$ cat config.mk
export PLATFORM = sky130hd
export DESIGN_NAME = dacoc_ctrl
export DESIGN_NICKNAME = d
export VERILOG_FILES = /design/src/logic/dacoc_fifo.v /design/src/logic/dacoc_ctrl.v
export VERILOG_INCLUDE_DIRS = /design/src /design/src/logic
export SDC_FILE = /design/constraint.sdc
export NUM_CORES = 1
export LEC_CHECK = 0
export BUFFER_PORTS_ARGS = -buffer_cell sky130_fd_sc_hd__buf_2
export CAP_MARGIN = 20
export CORE_MARGIN = 1
export CORE_UTILIZATION = 58
export CTS_CLUSTER_DIAMETER = 80
export DETAILED_ROUTE_END_ITERATION = 7
export PLACE_DENSITY = 0.75
export SLEW_MARGIN = 20
export SYNTH_ARGS = -nofsm -noshare
export SYNTH_HDL_FRONTEND = slang
export SYNTH_SLANG_ARGS = --single-unit
$ cat constraint.sdc
create_clock -name mclk -period 9.2 [get_ports mclk]
set_input_delay 0 -clock mclk [delete_from_list [all_inputs] [get_ports mclk]]
set_output_delay 0 -clock mclk [all_outputs]
set_load 0.02 [all_outputs]
$ cat src/logic/dacoc_consts.vh
// Purpose: shared constants of the dual converter output control block
// Assumes: 100 MHz mclk; all times in ns, counts derived from them
// Notes: definitions only, included by bare name
`ifndef DACOC_CONSTS_VH
`define DACOC_CONSTS_VH

// --------------------------------
// clock and timing
// --------------------------------
`define DACOC_CLK_MHZ 100
// one channel conversion, rounded up to whole cycles
`define DACOC_CONV_NS 700
`define DACOC_CONV_CYC ((`DACOC_CONV_NS * `DACOC_CLK_MHZ + 999) / 1000)
// impulse-mode acquisition phase, rounded up
`define DACOC_ACQ_NS 250
`define DACOC_ACQ_CYC ((`DACOC_ACQ_NS * `DACOC_CLK_MHZ + 999) / 1000)
// internal serial clock half period, rounded down
`define DACOC_SCLK_HALF_NS 20
`define DACOC_SCLK_HALF_CYC ((`DACOC_SCLK_HALF_NS * `DACOC_CLK_MHZ) / 1000)

// --------------------------------
// data layout
// --------------------------------
`define DACOC_RES_W 16
`define DACOC_WORD_BITS 6'h20
`define DACOC_HALF_BITS 6'h10
`define DACOC_FIFO_DEPTH 16
// shared pin positions on the 16-bit output bus
`define DACOC_BIT_SDO 8
`define DACOC_BIT_SCLK 9
`define DACOC_BIT_FS 10
`define DACOC_BIT_ERR 11

// --------------------------------
// reset values
// --------------------------------
// synchroniser reset: start, chip select and read idle high
`define DACOC_PIN_RST 12'h700
`define DACOC_RST_BUSY 1'b0
`define DACOC_RST_EOC_N 1'b1
`define DACOC_RST_BUS 16'h0000

`endif

$ cat src/logic/dacoc_fifo.v
// Purpose: result buffer between conversion engine and output port
// Assumes: one clock, synchronous active-high reset
// Notes: flip-flop storage, honest full and empty
`timescale 1ns/1ns
`default_nettype none

module dacoc_fifo #(
  parameter WIDTH = 32,
  parameter DEPTH = 16
)
(
  // clock and reset
  input wire mclk,
  input wire srst,
  // fill side
  input wire in_valid,
  output wire in_ready,
  input wire [WIDTH-1:0] in_data,
  // drain side
  output wire out_valid,
  input wire out_ready,
  output wire [WIDTH-1:0] out_data
);

  localparam AW = (DEPTH > 1) ? $clog2(DEPTH) : 1;

  reg [WIDTH-1:0] mem_r [0:DEPTH-1];
  reg [AW-1:0] wr_ptr_r;
  reg [AW-1:0] rd_ptr_r;
  reg [AW:0] count_r;
  wire push;
  wire pop;

  // --------------------------------
  // handshakes
  // --------------------------------
  assign in_ready = (count_r != DEPTH[AW:0]);
  assign out_valid = (count_r != {(AW+1){1'b0}});
  assign out_data = mem_r[rd_ptr_r];
  assign push = in_valid & in_ready;
  assign pop = out_valid & out_ready;

  // pointer wrap works for any depth, not only powers of two
  function [AW-1:0] ptr_inc;
    input [AW-1:0] p;
    begin
      ptr_inc = (p == DEPTH[AW-1:0] - 1'b1) ? {AW{1'b0}} : p + 1'b1;
    end
  endfunction

  // --------------------------------
  // storage and pointers
  // --------------------------------
  always @(posedge mclk)
  begin
    if (push)
    begin
      mem_r[wr_ptr_r] <= in_data;
    end
  end

  always @(posedge mclk)
  begin
    if (srst)
    begin
      wr_ptr_r <= {AW{1'b0}};
      rd_ptr_r <= {AW{1'b0}};
      count_r <= {(AW+1){1'b0}};
    end
    else
    begin
      if (push)
      begin
        wr_ptr_r <= ptr_inc(wr_ptr_r);
      end
      if (pop)
      begin
        rd_ptr_r <= ptr_inc(rd_ptr_r);
      end
      if (push & ~pop)
      begin
        count_r <= count_r + 1'b1;
      end
      else if (pop & ~push)
      begin
        count_r <= count_r - 1'b1;
      end
    end
  end

endmodule // dacoc_fifo

`default_nettype wire

$ cat src/logic/dacoc_ctrl.v
// Purpose: conversion sequencing and parallel/serial result port
// Assumes: pins sampled by mclk through two flops; core results on mclk
// Notes: the pin reset joins srst after synchronising
//
// Behaviour
// - frame sync high at read, low pulse mid
// - inverted frame sync low at read, high pulse
// - frame sync only serial internal clock, bit10 in parallel, released in slave
// - slave read overrun discards data, pulses flag
// - parallel mode: flag, sync pins carry bits 11,10
// - bits 12-15 parallel only, released in serial
// - busy from start until results enter the buffer
// - end-of-conversion low once per channel
// - bus enabled only while select and read low
// - chip select gates external serial clock
// - reset pin aborts conversion and resets
// - power-down finishes current, refuses new conversions
// - start falling edge holds and starts conversion
// - impulse mode restarts if start held low
// - 32-bit register shifted msb first, ordered
// - external clock edges chosen by clock invert
`timescale 1ns/1ns
`default_nettype none
`include "dacoc_consts.vh"

module dacoc_ctrl #(
  parameter RES_W = `DACOC_RES_W,
  parameter CONV_CYC = `DACOC_CONV_CYC,
  parameter ACQ_CYC = `DACOC_ACQ_CYC,
  parameter SCLK_HALF = `DACOC_SCLK_HALF_CYC,
  parameter FIFO_DEPTH = `DACOC_FIFO_DEPTH
)
(
  // clock and reset
  input wire mclk,
  input wire srst,
  // host control pins
  input wire convert_start_n,
  input wire cs_n,
  input wire rd_n,
  input wire reset_in,
  input wire power_down_in,
  input wire impulse_mode,
  // serial port configuration pins
  input wire serial_parallel_select,
  input wire clock_source_select,
  input wire frame_sync_invert,
  input wire serial_clock_invert,
  input wire channel_order_sel,
  // serial clock pin, input side
  input wire sclk_in,
  // results from the converter core
  input wire [RES_W-1:0] result_a,
  input wire [RES_W-1:0] result_b,
  // status outputs
  output wire busy,
  output wire eoc_n,
  // shared data bus pins
  output wire [RES_W-1:0] d_out,
  output wire [RES_W-1:0] d_oe
);

  localparam WW = 2 * RES_W;
  localparam NP = 12;
  localparam [2:0] C_IDLE = 3'd0;
  localparam [2:0] C_CH1 = 3'd1;
  localparam [2:0] C_CH2 = 3'd2;
  localparam [2:0] C_PUSH = 3'd3;
  localparam [2:0] C_ACQ = 3'd4;
  localparam [1:0] R_IDLE = 2'd0;
  localparam [1:0] R_SHIFT = 2'd1;
  localparam [1:0] R_PAR = 2'd2;
  localparam [1:0] R_DONE = 2'd3;

  // --------------------------------
  // pin synchronisers
  // --------------------------------
  wire [NP-1:0] pin_raw;
  reg [NP-1:0] pin_s1_r;
  reg [NP-1:0] pin_s2_r;
  reg [NP-1:0] pin_s3_r;

  assign pin_raw = {sclk_in, convert_start_n, cs_n, rd_n, reset_in,
                    power_down_in, serial_parallel_select, clock_source_select,
                    frame_sync_invert, serial_clock_invert, channel_order_sel,
                    impulse_mode};

  // third stage only feeds edge detection, never the first stage
  always @(posedge mclk)
  begin
    if (srst)
    begin
      pin_s1_r <= `DACOC_PIN_RST;
      pin_s2_r <= `DACOC_PIN_RST;
      pin_s3_r <= `DACOC_PIN_RST;
    end
    else
    begin
      pin_s1_r <= pin_raw;
      pin_s2_r <= pin_s1_r;
      pin_s3_r <= pin_s2_r;
    end
  end

  wire sclk_s = pin_s2_r[11];
  wire cnv_n_s = pin_s2_r[10];
  wire cs_n_s = pin_s2_r[9];
  wire rd_n_s = pin_s2_r[8];
  wire pd_s = pin_s2_r[6];
  wire ser_s = pin_s2_r[5];
  wire ext_s = pin_s2_r[4];
  wire fs_inv_s = pin_s2_r[3];
  wire sck_inv_s = pin_s2_r[2];
  wire a_first_s = pin_s2_r[1];
  wire imp_s = pin_s2_r[0];
  // pin reset acts once synchronised, so it cannot glitch the state
  wire rst = srst | pin_s2_r[7];
  wire cnv_fall = pin_s3_r[10] & ~cnv_n_s;
  wire access = ~cs_n_s & ~rd_n_s;
  wire master = ser_s & ~ext_s;
  wire slave = ser_s & ext_s;
  // external clock edges are ignored while chip select is high
  wire sck_rise = ~cs_n_s & sclk_s & ~pin_s3_r[11];
  wire sck_fall = ~cs_n_s & ~sclk_s & pin_s3_r[11];
  wire upd_edge = sck_inv_s ? sck_fall : sck_rise;
  wire smp_edge = sck_inv_s ? sck_rise : sck_fall;

  // --------------------------------
  // conversion sequencer
  // --------------------------------
  reg [2:0] conv_st_r;
  reg [11:0] tmr_r;
  reg busy_r;
  reg eoc_n_r;
  reg [WW-1:0] conv_word_r;
  wire fifo_in_ready;
  wire push_evt = (conv_st_r == C_PUSH) & fifo_in_ready;

  always @(posedge mclk)
  begin
    if (rst)
    begin
      conv_st_r <= C_IDLE;
      tmr_r <= 12'h000;
      busy_r <= `DACOC_RST_BUSY;
      eoc_n_r <= `DACOC_RST_EOC_N;
      conv_word_r <= {WW{1'b0}};
    end
    else
    begin
      eoc_n_r <= 1'b1;
      case (conv_st_r)
        C_IDLE:
        begin
          // power-down refuses new starts only; running ones finish
          if (cnv_fall & ~pd_s)
          begin
            conv_st_r <= C_CH1;
            tmr_r <= CONV_CYC[11:0] - 12'h001;
            busy_r <= 1'b1;
          end
        end
        C_CH1:
        begin
          if (tmr_r == 12'h000)
          begin
            eoc_n_r <= 1'b0;
            conv_st_r <= C_CH2;
            tmr_r <= CONV_CYC[11:0] - 12'h001;
          end
          else
          begin
            tmr_r <= tmr_r - 12'h001;
          end
        end
        C_CH2:
        begin
          if (tmr_r == 12'h000)
          begin
            eoc_n_r <= 1'b0;
            conv_st_r <= C_PUSH;
            conv_word_r <= a_first_s ? {result_a, result_b}
                                     : {result_b, result_a};
          end
          else
          begin
            tmr_r <= tmr_r - 12'h001;
          end
        end
        C_PUSH:
        begin
          // busy stays high while the buffer is full: back-pressure
          if (fifo_in_ready)
          begin
            busy_r <= 1'b0;
            if (imp_s)
            begin
              conv_st_r <= C_ACQ;
              tmr_r <= ACQ_CYC[11:0] - 12'h001;
            end
            else
            begin
              conv_st_r <= C_IDLE;
            end
          end
        end
        C_ACQ:
        begin
          if (tmr_r != 12'h000)
          begin
            tmr_r <= tmr_r - 12'h001;
          end
          else if (~cnv_n_s & ~pd_s)
          begin
            // start low when acquisition ends: convert at once
            conv_st_r <= C_CH1;
            tmr_r <= CONV_CYC[11:0] - 12'h001;
            busy_r <= 1'b1;
          end
          else
          begin
            conv_st_r <= C_IDLE;
          end
        end
        default:
        begin
          conv_st_r <= C_IDLE;
        end
      endcase
    end
  end

  // --------------------------------
  // result buffer
  // --------------------------------
  wire fifo_out_valid;
  wire [WW-1:0] fifo_out_data;
  reg have_r;

  dacoc_fifo #(
    .WIDTH(WW),
    .DEPTH(FIFO_DEPTH)
  ) u_fifo (
    .mclk(mclk),
    .srst(rst),
    .in_valid(conv_st_r == C_PUSH),
    .in_ready(fifo_in_ready),
    .in_data(conv_word_r),
    .out_valid(fifo_out_valid),
    .out_ready(~have_r),
    .out_data(fifo_out_data)
  );

  // --------------------------------
  // read sequencer
  // --------------------------------
  reg [1:0] rd_st_r;
  reg [WW-1:0] word_r;
  reg [WW-1:0] sr_r;
  reg [5:0] bit_cnt_r;
  reg [7:0] half_cnt_r;
  reg sclk_int_r;
  reg gap_r;
  reg gap_ph_r;
  reg fs_act_r;
  reg err_r;
  reg par_hi_r;
  wire tog = (half_cnt_r == SCLK_HALF[7:0] - 8'h01);
  wire [5:0] cnt_inc = bit_cnt_r + 6'h01;

  always @(posedge mclk)
  begin
    if (rst)
    begin
      rd_st_r <= R_IDLE;
      have_r <= 1'b0;
      word_r <= {WW{1'b0}};
      sr_r <= {WW{1'b0}};
      bit_cnt_r <= 6'h00;
      half_cnt_r <= 8'h00;
      sclk_int_r <= 1'b0;
      gap_r <= 1'b0;
      gap_ph_r <= 1'b0;
      fs_act_r <= 1'b0;
      err_r <= 1'b0;
      par_hi_r <= 1'b0;
    end
    else
    begin
      err_r <= 1'b0;
      if (~have_r & fifo_out_valid)
      begin
        have_r <= 1'b1;
        word_r <= fifo_out_data;
      end
      // slave overrun: drop the word being read, newer one follows
      if (push_evt & slave & (rd_st_r == R_SHIFT))
      begin
        err_r <= 1'b1;
        have_r <= 1'b0;
        rd_st_r <= R_DONE;
      end
      else
      begin
        case (rd_st_r)
          R_IDLE:
          begin
            if (access & have_r)
            begin
              if (ser_s)
              begin
                rd_st_r <= R_SHIFT;
                sr_r <= word_r;
                bit_cnt_r <= 6'h00;
                half_cnt_r <= 8'h00;
                sclk_int_r <= 1'b0;
                gap_r <= 1'b0;
                gap_ph_r <= 1'b0;
                fs_act_r <= master;
              end
              else
              begin
                rd_st_r <= R_PAR;
              end
            end
          end
          R_PAR:
          begin
            // first read returns the first channel, the next one the other
            if (~access)
            begin
              rd_st_r <= R_IDLE;
              par_hi_r <= ~par_hi_r;
              if (par_hi_r)
              begin
                have_r <= 1'b0;
              end
            end
          end
          R_SHIFT:
          begin
            if (~access)
            begin
              // read abandoned: word kept, next read starts over
              rd_st_r <= R_IDLE;
              fs_act_r <= 1'b0;
              sclk_int_r <= 1'b0;
            end
            else if (master)
            begin
              half_cnt_r <= tog ? 8'h00 : half_cnt_r + 8'h01;
              if (tog & gap_r)
              begin
                // clock held one period between channels, sync inactive
                gap_ph_r <= ~gap_ph_r;
                if (gap_ph_r)
                begin
                  gap_r <= 1'b0;
                  fs_act_r <= 1'b1;
                end
              end
              else if (tog)
              begin
                sclk_int_r <= ~sclk_int_r;
                if (sclk_int_r)
                begin
                  sr_r <= {sr_r[WW-2:0], 1'b0};
                  bit_cnt_r <= cnt_inc;
                  if (cnt_inc == `DACOC_HALF_BITS)
                  begin
                    gap_r <= 1'b1;
                    fs_act_r <= 1'b0;
                  end
                  else if (cnt_inc == `DACOC_WORD_BITS)
                  begin
                    fs_act_r <= 1'b0;
                    have_r <= 1'b0;
                    rd_st_r <= R_DONE;
                  end
                end
              end
            end
            else
            begin
              // no update before the first sample: the msb stays readable
              if (upd_edge & (bit_cnt_r != 6'h00))
              begin
                sr_r <= {sr_r[WW-2:0], 1'b0};
              end
              if (smp_edge)
              begin
                bit_cnt_r <= cnt_inc;
                if (cnt_inc == `DACOC_WORD_BITS)
                begin
                  have_r <= 1'b0;
                  rd_st_r <= R_DONE;
                end
              end
            end
          end
          R_DONE:
          begin
            sclk_int_r <= 1'b0;
            if (~access)
            begin
              rd_st_r <= R_IDLE;
            end
          end
          default:
          begin
            rd_st_r <= R_IDLE;
          end
        endcase
      end
    end
  end

  // --------------------------------
  // pin drive
  // --------------------------------
  reg [RES_W-1:0] d_out_nxt;
  wire fs_now = fs_act_r | (have_r & (rd_st_r == R_IDLE)); // active in first driven cycle
  reg [RES_W-1:0] d_oe_nxt;
  reg [RES_W-1:0] d_out_r;
  reg [RES_W-1:0] d_oe_r;

  // every pin is released unless select and read are both low
  always @*
  begin
    d_out_nxt = `DACOC_RST_BUS;
    d_oe_nxt = `DACOC_RST_BUS;
    if (~ser_s)
    begin
      d_out_nxt = par_hi_r ? word_r[RES_W-1:0] : word_r[WW-1:RES_W];
      d_oe_nxt = {RES_W{access}};
    end
    else
    begin
      // upper bits stay released in serial mode
      d_out_nxt[`DACOC_BIT_SDO] = sr_r[WW-1];
      d_oe_nxt[`DACOC_BIT_SDO] = access;
      d_out_nxt[`DACOC_BIT_SCLK] = sclk_int_r ^ sck_inv_s;
      d_oe_nxt[`DACOC_BIT_SCLK] = access & master;
      d_out_nxt[`DACOC_BIT_FS] = fs_now ^ fs_inv_s;
      d_oe_nxt[`DACOC_BIT_FS] = access & master;
      d_out_nxt[`DACOC_BIT_ERR] = err_r;
      d_oe_nxt[`DACOC_BIT_ERR] = access & slave;
    end
  end

  always @(posedge mclk)
  begin
    if (rst)
    begin
      d_out_r <= `DACOC_RST_BUS;
      d_oe_r <= `DACOC_RST_BUS;
    end
    else
    begin
      d_out_r <= d_out_nxt;
      d_oe_r <= d_oe_nxt;
    end
  end

  assign busy = busy_r;
  assign eoc_n = eoc_n_r;
  assign d_out = d_out_r;
  assign d_oe = d_oe_r;

endmodule // dacoc_ctrl

`default_nettype wire

==> summary by stage, run 1 <==
Critical path
The worst setup path is captured at a flip-flop. In this run the critical register-to-register path is launched from u_fifo.count_r[0]. In this run the worst setup path begins at u_fifo.count_r[0]. The endpoint required time on the critical path is 9.74 ns.

The number of cell instances on the worst register-to-register path is 12. In this run the worst path has a maximum fanout of 36. The arrival time of data at the critical path endpoint is 4.86 ns.

The endpoint identified for the worst register-to-register timing path is u_fifo.count_r[4]. The startpoint kind of the worst setup timing path is a flip-flop. The reg2reg setup slack is 4.88 ns. The critical path in this run is classified as flip-flop to flip-flop.

Floorplan
The die extent in x is 222 um. 80 I/O pins were placed. The overall die area is 49,100 um^2. The starting utilization of the core area is 58.7%. The die is 222 um tall. After floorplanning, the core was sized to cover 47,600 um^2. The placement row count is 80.

Hold path
The start point of the worst min-delay path is rd_n. Along the worst hold path, the cell count comes to 3. The end of the worst hold path is pin_s1_r[8]. The kind of path behind the tightest hold check is input port to flip-flop.

Clock network
The post-cts sizing count is 0. The number of buffers created by CTS is 70. The clock latency reported for the late side of the worst-skew pair is 0.62 ns. The TritonCTS clock tree is yes. The tree built by TritonCTS fans out to 707 sinks. The clock tree root buffer cell is sky130_fd_sc_hd__clkbuf_16. The maximum root-to-sink buffer count is 3. The post-CTS setup buffer count is 0. Clock-pin slew was measured on the worst setup and hold paths at 0.06 ns. The H-tree was split into 3 levels.

Run status
The flow ran to the end, and the final reports show no timing, DRC or antenna violations.

Global routing
The number of global-route vias before repair was 15,900. The initial antenna violation count is 0. The global-route wire length before repair is 94,400 um.

The total overflow left after global routing is 0. The overall fraction of global-route tracks in use is 25.7%. The largest net degree at the start of global routing is 89.

Timing
Setup violations remaining at the end of the flow were counted as 0. The total count of max-transition violations in the final report was 0. The clock tree skew after final layout is 0.0347 ns.

The worst path needs 4.32 ns of the cycle, external delays included. Setup repair after global routing left no endpoint under its margin. The total count of hold-check failures in the final report came to 0. For the final routed database, the setup TNS stands at 0 ns.

Dividing the final minimum period by the clock period gives 46.9%. The achievable frequency is 232 MHz. Once routing completed, OpenROAD measured the worst setup slack at 4.88 ns. For the pin with the worst max-slew slack, the measured transition is 1.14 ns. The worst slew margin relative to its limit is 24.1%.

Logic synthesis
The commonest register cell after synthesis is sky130_fd_sc_hd__edfxtp_1. After synthesis, the mean cell area works out to 16.4 um^2. The async set or reset register ratio after synthesis is 0%. Counting every net in the synthesized netlist gives 1,772. The Yosys warning count is 0. Synthesis produced a netlist whose cell count is 1,705. The sequential-to-total area share from yosys stat is 68.9%.

The number of distinct library cells after synthesis is 70. The number of flip-flops and latches in the synthesized netlist is 707. The cell area after synthesis is 28,000 um^2. The synthesized design contains 512 enable-type register cells.

Routing
The routed length on met3 is 4900 um. The total iterations of the first detailed-routing run is 5. The detailed-route wire length on metal 1 is 25,000 um. The detailed router's first-iteration violation count is 1,529. The average via count per standard cell is 6.24. The average wire length per cell after detail routing is 24.7 um. The detailed router used layers up to and including met4.

The count of nets left with antenna violations once routing finished came out at 0. After detailed routing, the met2 layer carries 30,600 um of wire. The routed design has 62,000 um of wire. The routed layout has 15,700 vias. After detailed routing, the number of remaining DRC violations is 0.

Pwr
The standby leakage power is 10.4 nW. IR analysis of the VDD net gives a maximum drop of 0.235 mV. For this design the ratio of total power to cell area is 258 nW/um^2.

The total power after layout is 0.00826 W.

Cells and area
In the final design database the tool counted 1,909 nets. The post-route core utilization is 67.2%. The relative area change from synthesis to final layout is 14.5%.

The number of antenna diodes in the final layout is 0. The ratio of cells with drive above 1 in the final layout is 23.3%.

Place
The HPWL after detailed placement is 33,200 um. The number of port buffers is 79. At the end of routability-driven placement, the weighted congestion stood at 0.837.

The worst setup slack after placement is 4.89 ns.

Job
Across the run, the number of max-cap violations was 0.
how the worst max path moves through the flow:
stage	endpoint	slack, ns
after CTS	u_fifo.count_r[4]	4.89
after floorplan	u_fifo.mem_r[2][0]	5.16
after global placement	u_fifo.count_r[4]	5.06
final	u_fifo.count_r[4]	4.88
after detailed placement	u_fifo.count_r[4]	4.89
after global routing	u_fifo.count_r[4]	4.49
timing repair:
| item | CTS | global route |
|---|---|---|
| setup endpoints to repair | 0 | 0 |
| hold buffers | 69 | 0 |
| hold endpoints to repair | 53 | 0 |
cell type report:
class / instances / area [um^2]
Multi-Input combinational cell: 867 / 8290
Sequential cell: 707 / 19300
Fill cell: 3056 / 15600
Inverter: 20 / 75.1
Clock buffer: 103 / 2050
Clock inverter: 25 / 262
Tap cell: 615 / 769
Timing Repair Buffer: 176 / 1300
worst max-delay path, stage by stage, from the launching register on:
cell                       delay (ns)
sky130_fd_sc_hd__dfxtp_1         0.43
sky130_fd_sc_hd__or4_1           0.29
sky130_fd_sc_hd__nor2_1          0.10
sky130_fd_sc_hd__nor2_4          0.55
sky130_fd_sc_hd__clkinv_1        0.95
sky130_fd_sc_hd__ha_1            0.55
sky130_fd_sc_hd__inv_1           0.15
sky130_fd_sc_hd__ha_1            0.29
sky130_fd_sc_hd__a21o_1          0.21
sky130_fd_sc_hd__a21oi_1         0.18
sky130_fd_sc_hd__xnor2_1         0.09
sky130_fd_sc_hd__or3_1           0.30
sky130_fd_sc_hd__a21oi_1         0.13
report_power, final:
group / leakage (nW) / internal [W] / total [W] / switching, W
sequential: 6.33 / 0.00358 / 0.00379 / 0.000203
clock: 1.14 / 0.00165 / 0.00284 / 0.00119
combinational: 2.97 / 0.000744 / 0.00164 / 0.000891
total: 10.4 / 0.00598 / 0.00826 / 0.00228
kinds of logic after synthesis:
logic type,synth area share [%]
buffers and inverters,2.01
XOR/XNOR,0.751
AO/OA/AOI/OAI,5.54
flip-flops,68.9
multiplexers,15.8
AND/OR/NAND/NOR,6.01
adder cells (fa/ha/maj),1.00
stage by stage:
| stage | area, um^2 | instances | hold WS, ns |
|---|---|---|---|
| detailed placement | 29000 | 2316 | 0.185 |
| CTS | 32000 | 2513 | 0.0767 |
| global placement | 29000 | 2316 | 0.186 |
| finish | 32000 | 2513 | 0.133 |
| floorplan | 28000 | 1705 | 0.104 |
| global route | 32000 | 2513 | 0.122 |
layer usage:
layer | GRT usage [%] | vias up
met1 | 35.0 | 7977
met3 | 5.23 | 125
met2 | 42.1 | 683
li1 | - | 6899
met5 | 0 | -
met4 | 7.55 | 0
registers in the layout, indices dropped and copies added, names as in the netlist, 5 cells and up:
| name | cells |
|---|---|
| conv_word_r | 32 |
| half_cnt_r | 8 |
| pin_s1_r | 12 |
| tmr_r | 12 |
| pin_s2_r | 12 |
| word_r | 32 |
| sr_r | 32 |
| u_fifo.mem_r | 512 |
| bit_cnt_r | 6 |
| u_fifo.count_r | 5 |
| d_out | 16 |
synthesized netlist by cell type (15+ instances only):
cell type	count	area, um^2
sky130_fd_sc_hd__nand2_1	99	372
sky130_fd_sc_hd__xor2_1	18	158
sky130_fd_sc_hd__nor2b_1	25	156
sky130_fd_sc_hd__clkbuf_1	72	270
sky130_fd_sc_hd__mux4_2	160	3600
sky130_fd_sc_hd__dfxtp_1	195	3900
sky130_fd_sc_hd__a21oi_1	63	315
sky130_fd_sc_hd__buf_4	15	113
sky130_fd_sc_hd__a211oi_1	41	308
sky130_fd_sc_hd__o21ai_0	21	105
sky130_fd_sc_hd__inv_1	18	67.6
sky130_fd_sc_hd__mux2i_1	80	801
sky130_fd_sc_hd__a211oi_2	29	363
sky130_fd_sc_hd__nor2_1	149	559
sky130_fd_sc_hd__edfxtp_1	512	15400
sky130_fd_sc_hd__ha_1	20	250
cells in the final DEF, fill, tap and decap left out, drive strengths merged, types with 18 or more instances in the layout:
cell type	count
mux2i	80
mux4	160
inv	23
clkbuf	103
dfxtp	195
buf	107
nor2	149
nand2	99
a21oi	64
ha	20
edfxtp	512
nor2b	25
xor2	18
o21ai	23
dlygate4sd3	69
clkinv	18
a211oi	70
Power figures use the tool's default switching activity.
==> run 2, diff against run 1 <==
==> constraint.sdc (replaced) <==
create_clock -name mclk -period 4.15 [get_ports mclk]
set_input_delay 0 -clock mclk [delete_from_list [all_inputs] [get_ports mclk]]
set_output_delay 0 -clock mclk [all_outputs]
set_load 0.02 [all_outputs]
==> run 2 against run 1 <==
  * Global-route usage grew 0.41 points
  * Critical path depth shrank 2
  * Power grew 130%
  * Cell count grew 0.84%
  * Clock power grew 130%
  * Cell area grew 0.97%
  * Via count shrank 0.19%
  * Sequential power grew 120%
  * Setup slack lost 4.1 ns
  * Non-clock buffer count grew 16
==> summary by stage, run 2 (same netlist as run 1, synthesis figures left out) <==
Run status
The flow ran to the end, and the final reports show no timing, DRC or antenna violations.

Cells and area
The count of antenna diodes in the layout is 0. In the layout the commonest cells are sky130_fd_sc_hd__edfxtp_1 (512), sky130_fd_sc_hd__dfxtp_1 (189), sky130_fd_sc_hd__mux4_2 (160), sky130_fd_sc_hd__nor2_1 (136), sky130_fd_sc_hd__nand2_1 (99). The library cell used most frequently in the layout, excluding fill and tap cells, is sky130_fd_sc_hd__edfxtp_1.

Summing all non-filler instances in the final layout gives an area of 32,300 um^2. The total of fill cells in the finished design is 3,047. Cells fill 67.9% of the core in the end. The register with the most flip-flops in the final layout is u_fifo.mem_r. The ratio of cells with drive above 1 in the final layout is 24.0%. The final net count is 1,927. The register with the most flip-flops in the layout has 512 of them. The relative area change from synthesis to final layout is 15.6%.

Global routing
The first global-routing pass estimated 95,500 um of wire. For this run the aggregate overflow at the end of global routing stands at 0. The initial antenna violation count is 1.

The overall fraction of global-route tracks in use is 26.1%. Entering global routing, the biggest net connects 69 pins. The number of global-route vias before repair came to 15,800.

Pwr
The design draws 0.0186 W. The combinational fraction of design power is 19.9%. Internal power comes to 0.0134 W.

Sequential cells account for 45.5% of the total power. In this run switching power makes up 28.2% of total power. Across the VDD grid, the largest voltage drop is 0.358 mV. The share of power burned in the clock network is 34.6%. The switching power total is 0.00525 W. The standby leakage power is 10.6 nW. Dividing total power by cell area gives a power density of 575 nW/um^2.

Routing
The total routed wirelength is 63,000 um. The detailed router's first-iteration violation count is 1,531. The total iterations of the first detailed-routing run is 5.

In the routed design, unresolved DRC markers number 0. The number of antenna-violating nets in the routed design is 0. In the routed layout, each cell is associated on average with a via count of 6.18.

The average wire length per cell after detail routing is 24.8 um. Across all layers, the routed design uses 15,700 vias.

Place
During placement, the flow inserted port buffers numbering 79. The final weighted congestion of routability-driven global placement is 0.825. Prior to clock tree synthesis, the placed netlist has a worst setup slack of 0.887 ns. The area of placed instances is 29,300 um^2. The post-DP HPWL is 36,300 um.

Timing
The total count of hold-check failures in the final report is 0. Setup slack closes at 0.806 ns. The final critical delay including setup and external delays is 3.34 ns. The worst slew margin relative to its limit is 22.6%. The slew at the pin closest to its max-slew limit is 1.16 ns. Setup repair after global routing left no endpoint under its margin. After routing, the total negative slack on setup checks comes to 0 ns. The total count of max-transition violations in the final report is 0.

The achievable frequency is 299 MHz. The clock tree skew after final layout is 0.0356 ns. The total setup violations reported at the end of the flow is 0. After layout, the worst path uses 80.6% of the clock period.

Clock network
In this run the clock root is driven by a sky130_fd_sc_hd__clkbuf_16. The H-tree generated during clock tree synthesis spans 3 levels. In this run the post-CTS setup repair buffer count came out at 0. The clock reaches the later pin of the worst-skew pair after 0.63 ns. The maximum root-to-sink buffer count is 3.

The number of gates resized after CTS was 0. TritonCTS created 72 clock buffers. The number of clock sinks is 707. TritonCTS built the clock tree. The clock-pin slew reported for the worst setup and hold paths after clock tree synthesis is 0.07 ns.

Critical path
The worst register-to-register path has a setup slack of 0.81 ns. STA classifies the critical path startpoint as a flip-flop. The kind of critical path is flip-flop to flip-flop.

At the worst endpoint, the required time is 4.70 ns. The endpoint class of the critical path is a flip-flop. The maximum fanout encountered on the critical timing path is 18. The arrival time of data at the critical path endpoint is 3.90 ns.

Floorplan
The placeable core region is 47,600 um^2. The die extent in x is 222 um. The floorplan has 80 rows.

For this design the top-level I/O count stands at 80. The starting utilization of the core area is 58.7%. In this run the vertical extent of the chip is 222 um. The overall die area is 49,100 um^2.

Job
The max-cap violation count is 0.

Hold path
The min-delay analysis places its worst path in the category input port to flip-flop.
[run 2: cell types whose count changed in the layout (fill, tap and decap cells not counted), sizes merged]
cell	before	now
buf	107	122
clkinv	18	24
clkbuf	103	100
clkinvlp	1	3
bufinv	3	4
dlygate4sd3	69	70
inv	23	22
[run 2: routing by layer]
metal  GRT usage [%]  wire, um  up-vias  part of all wire [%]
li1                -         -     6939                     -
met4            7.82      1530        2                   2.4
met3            5.12      4490      111                   7.1
met2            43.1     31400      651                    50
met5               0         8        -                 0.013
met1            35.3     25500     7951                    40
[run 2: worst max-delay path, stage by stage, from the launching register on]
cell                      delay (ns)
sky130_fd_sc_hd__dfxtp_1        0.68
sky130_fd_sc_hd__and3b_1        0.35
sky130_fd_sc_hd__o21a_1         0.51
sky130_fd_sc_hd__ha_1           0.29
sky130_fd_sc_hd__inv_1          0.11
sky130_fd_sc_hd__fa_1           0.42
sky130_fd_sc_hd__a21o_1         0.19
sky130_fd_sc_hd__a21oi_1        0.19
sky130_fd_sc_hd__xnor2_1        0.09
sky130_fd_sc_hd__or3_1          0.30
sky130_fd_sc_hd__a21oi_1        0.13
[run 2: what timing repair did]
action,4_1_cts,5_1_grt
hold buffers,70,0
endpoints found under the setup margin,0,0
hold endpoints to repair,53,0
[run 2: final timing paths]
| check | end | cells past startpoint | start |
|---|---|---|---|
| max | u_fifo.count_r[4] | 10 | conv_st_r[1] |
| min | pin_s1_r[10] | 3 | convert_start_n |
| max reg2reg | u_fifo.count_r[4] | 10 | conv_st_r[1] |
| min reg2reg | pin_s2_r[10] | 1 | pin_s1_r[10] |
[run 2: power by group through the flow]
stage	combinational (W)	clock, W	sequential [W]
final	0.00370	0.00644	0.00846
after CTS	0.00371	0.00653	0.00847
after global placement	0.00351	0	0.00859
after detailed placement	0.00360	0	0.00861
after floorplan	0.00293	0	0.00833
after global routing	0.00403	0.00680	0.00853
[run 2: layout make-up]
cell class	count	area (um^2)	share of cell area (%)
Clock buffer	100	2010	6.21
Clock inverter	33	380	1.18
Inverter	20	75.1	0.232
Multi-Input combinational cell	867	8280	25.6
Sequential cell	707	19300	59.6
Tap cell	615	769	2.38
Timing Repair Buffer	192	1540	4.77
[run 2: through the flow]
step | std cells | hold WS, ns
final | 2534 | 0.120
after global routing | 2534 | 0.120
after floorplan | 1705 | 0.104
after CTS | 2534 | 0.0850
after global placement | 2331 | 0.190
after detailed placement | 2331 | 0.200
==> run 3, diff against run 2 <==
==> constraint.sdc (replaced) <==
create_clock -name mclk -period 3.1 [get_ports mclk]
set_input_delay 0 -clock mclk [delete_from_list [all_inputs] [get_ports mclk]]
set_output_delay 0 -clock mclk [all_outputs]
set_load 0.02 [all_outputs]
==> run 3 against run 2 <==
  * Combinational power is 41% higher
  * Sequential share of layout area is 0.43 points lower
  * Sequential power up 31%
  * Critical path type unchanged
  * Critical endpoint unchanged
  * Largest cell class unchanged
==> summary by stage, run 3 (same netlist as run 1, synthesis figures left out) <==
Routing
Dividing the detail-routed wire length by the instance count gives 25.0 um. The overall via count from detail_route is 16,000. Once detail routing completed, the nets flagged for antenna violations numbered 0. The pre-antenna-repair detailed-routing pass consisted of 6 iterations. The final layout contains routed wiring with a total length of 63,700 um. The average via count per standard cell is 6.26.

After detailed routing, the number of remaining DRC violations is 0. For this block, the initial DRC count from the detailed router was 1,585.

Timing
The slew at the pin closest to its max-slew limit is 0.854 ns. The worst path meets setup with 0.209 ns of slack. In this run the tightest slew margin relative to its limit is 43.1%. The post-route clock period utilization is 93.2%. Setup repair after global routing left no endpoint under its margin. After layout, the minimum clock period comes to 2.89 ns. The total count of hold-check failures in the final report is 0. The achievable frequency is 346 MHz. The total count of max-transition violations in the final report is 0. After routing, the total negative slack on setup checks comes to 0 ns.

Setup violations remaining at the end of the flow were counted as 0. Final hold analysis gives a worst-case slack of 0.0391 ns. On the final layout, the worst clock skew is 0.0267 ns.

Pwr
In this run the static leakage power is 10.7 nW. VDD sags by at most 0.522 mV. Power spread over the standard cell area amounts to 758 nW/um^2. The total power after layout is 0.0247 W.

Critical path
The startpoint kind of the worst setup timing path is a flip-flop. For the worst setup path, the data arrival time is 3.42 ns. Traced cell by cell, the critical path runs through or4_4 -> nor2_1 -> nor2_2 -> clkinv_1 -> ha_1 -> inv_1 -> fa_1 -> a21o_1 -> a21oi_1 -> xnor2_1 -> or3_1 -> a21oi_1. The worst stage delay on the critical path is 0.60 ns. Across all register-to-register paths, the minimum setup slack is 0.21 ns. For the worst setup path, the data required time is 3.63 ns.

The number of cell instances on the worst register-to-register path is 12. The reg-to-reg critical path startpoint is u_fifo.count_r[0]. Of all nets on the critical path, the largest fanout is 7. The reg-to-reg endpoint is u_fifo.count_r[4].

STA classifies the critical path endpoint as a flip-flop. The cell repeated most along the worst path is sky130_fd_sc_hd__a21oi_1. The critical path in this run is classified as flip-flop to flip-flop. The combined buffer and inverter count along the critical path is 2. Among all stages on the critical path, the largest delay is contributed by sky130_fd_sc_hd__or4_4. The kind of cell with the highest combined delay along the critical path is simple AND/OR/NAND/NOR gates.

Cells and area
The largest register by flop count is u_fifo.mem_r. The relative area change from synthesis to final layout is 16.4%. In the final design database the tool counted 1,943 nets. The library cell used most frequently in the layout, excluding fill and tap cells, is sky130_fd_sc_hd__edfxtp_1. The number of flip-flops under the largest register name is 512.

The ratio of cells with drive above 1 in the final layout is 24.7%. Once layout is complete, the cells apart from fillers number 2,547. In the layout the commonest cells are sky130_fd_sc_hd__edfxtp_1 (512), sky130_fd_sc_hd__dfxtp_1 (190), sky130_fd_sc_hd__mux4_2 (160), sky130_fd_sc_hd__nor2_1 (136), sky130_fd_sc_hd__nand2_1 (99).

Floorplan
The die outline height is 222 um. The floorplan has 80 rows. The placeable core region is 47,600 um^2. Once the floorplan was initialized, standard cells occupied 58.7% of the core. The overall die area is 49,100 um^2.

From left edge to right edge, the die measures 222 um. For this design the top-level I/O count stands at 80.

Place
The count of placed standard cells including taps is 2,350. The post-DP HPWL is 36,100 um. The congestion estimate from routability-driven global placement came to 0.832. The number of port buffers is 79.

The worst setup slack after placement is 0.131 ns.

Clock network
The maximum root-to-sink buffer count is 3. The number of buffers created by CTS is 70. The clock tree root buffer cell is sky130_fd_sc_hd__clkbuf_16.

After clock tree synthesis, the clock-pin slew on the worst setup and hold paths is 0.06 ns. The number of clock sinks is 707. TritonCTS built the clock tree. The H-tree generated during clock tree synthesis spans 3 levels. For the worst-skew pair, the clock arrives at the later sink with an insertion delay of 0.62 ns.

Job
The max-cap violation count is 0.

Run status
The flow ran to the end, and the final reports show no timing, DRC or antenna violations.

Hold path
Counting instances, the worst hold path has a depth of 3. In this run the most critical hold path is launched from result_b[15]. The kind of path behind the tightest hold check is input port to flip-flop. The end of the worst hold path is conv_word_r[31].

Global routing
The initial antenna violation count was 0. The largest net degree at the start of global routing is 85. For this run the aggregate overflow at the end of global routing stands at 0. The global-route wire length before repair is 97,000 um.

Global routing used 26.6% of the available tracks across all layers. The number of global-route vias before repair was 16,100.
-- run 3: layout make-up --
type | instances | area [um^2]
timing repair buffer | 210 | 1860
clock inverter | 28 | 273
sequential | 707 | 19300
inverter | 20 | 75.1
fill | 3027 | 15100
tap | 615 | 769
antenna | 1 | 2.50
multi-input combinational | 867 | 8300
clock buffer | 99 | 2010
-- run 3: worst max-delay path by stage --
| stage | from | endpoint | slack [ns] | depth (start not counted) |
|---|---|---|---|---|
| 2_1_floorplan | conv_st_r[1] | u_fifo.mem_r[10][0] | -0.08 | 6 |
| 3_5_place_dp | u_fifo.count_r[0] | u_fifo.count_r[4] | 0.13 | 12 |
| 5_1_grt | u_fifo.count_r[0] | u_fifo.count_r[4] | 0.05 | 12 |
| 4_1_cts | u_fifo.count_r[0] | u_fifo.count_r[4] | 0.11 | 12 |
| 6_report | u_fifo.count_r[0] | u_fifo.count_r[4] | 0.21 | 12 |
| 3_3_place_gp | u_fifo.count_r[0] | u_fifo.count_r[4] | 0.20 | 12 |
-- run 3: power breakdown --
part / switching, W / total [W] / internal [W]
Clock: 0.00354 / 0.00834 / 0.00481
Combinational: 0.00285 / 0.00523 / 0.00238
Sequential: 0.000495 / 0.0111 / 0.0106
-- run 3: layer usage --
metal / GRT usage, % / part of all wire [%] / vias up
met5: 0 / 0 / -
met4: 8.33 / 2.8 / 0
met3: 5.04 / 7.9 / 144
met2: 43.6 / 49 / 724
met1: 36.3 / 40 / 8117
li1: - / - / 6971
-- run 3: worst min-delay path, cell delays in order --
cell	delay, ns
sky130_fd_sc_hd__buf_2	0.10
sky130_fd_sc_hd__mux2i_1	0.32
sky130_fd_sc_hd__a211oi_1	0.18
-- run 3: timing repair --
item,CTS,global route
hold endpoints to repair,53,0
hold buffers,69,0
buffers inserted,0,0
resized for setup,0,1
setup endpoints to repair,0,1
-- run 3: metrics by stage --
| step | instance area (um^2) | util, % |
|---|---|---|
| 2_1_floorplan | 28000 | - |
| 3_3_place_gp | 29500 | 61.9 |
| 3_5_place_dp | 29600 | 62.1 |
| 4_1_cts | 32600 | 68.4 |
| 5_1_grt | 32600 | 68.4 |
| 6_report | 32600 | 68.4 |
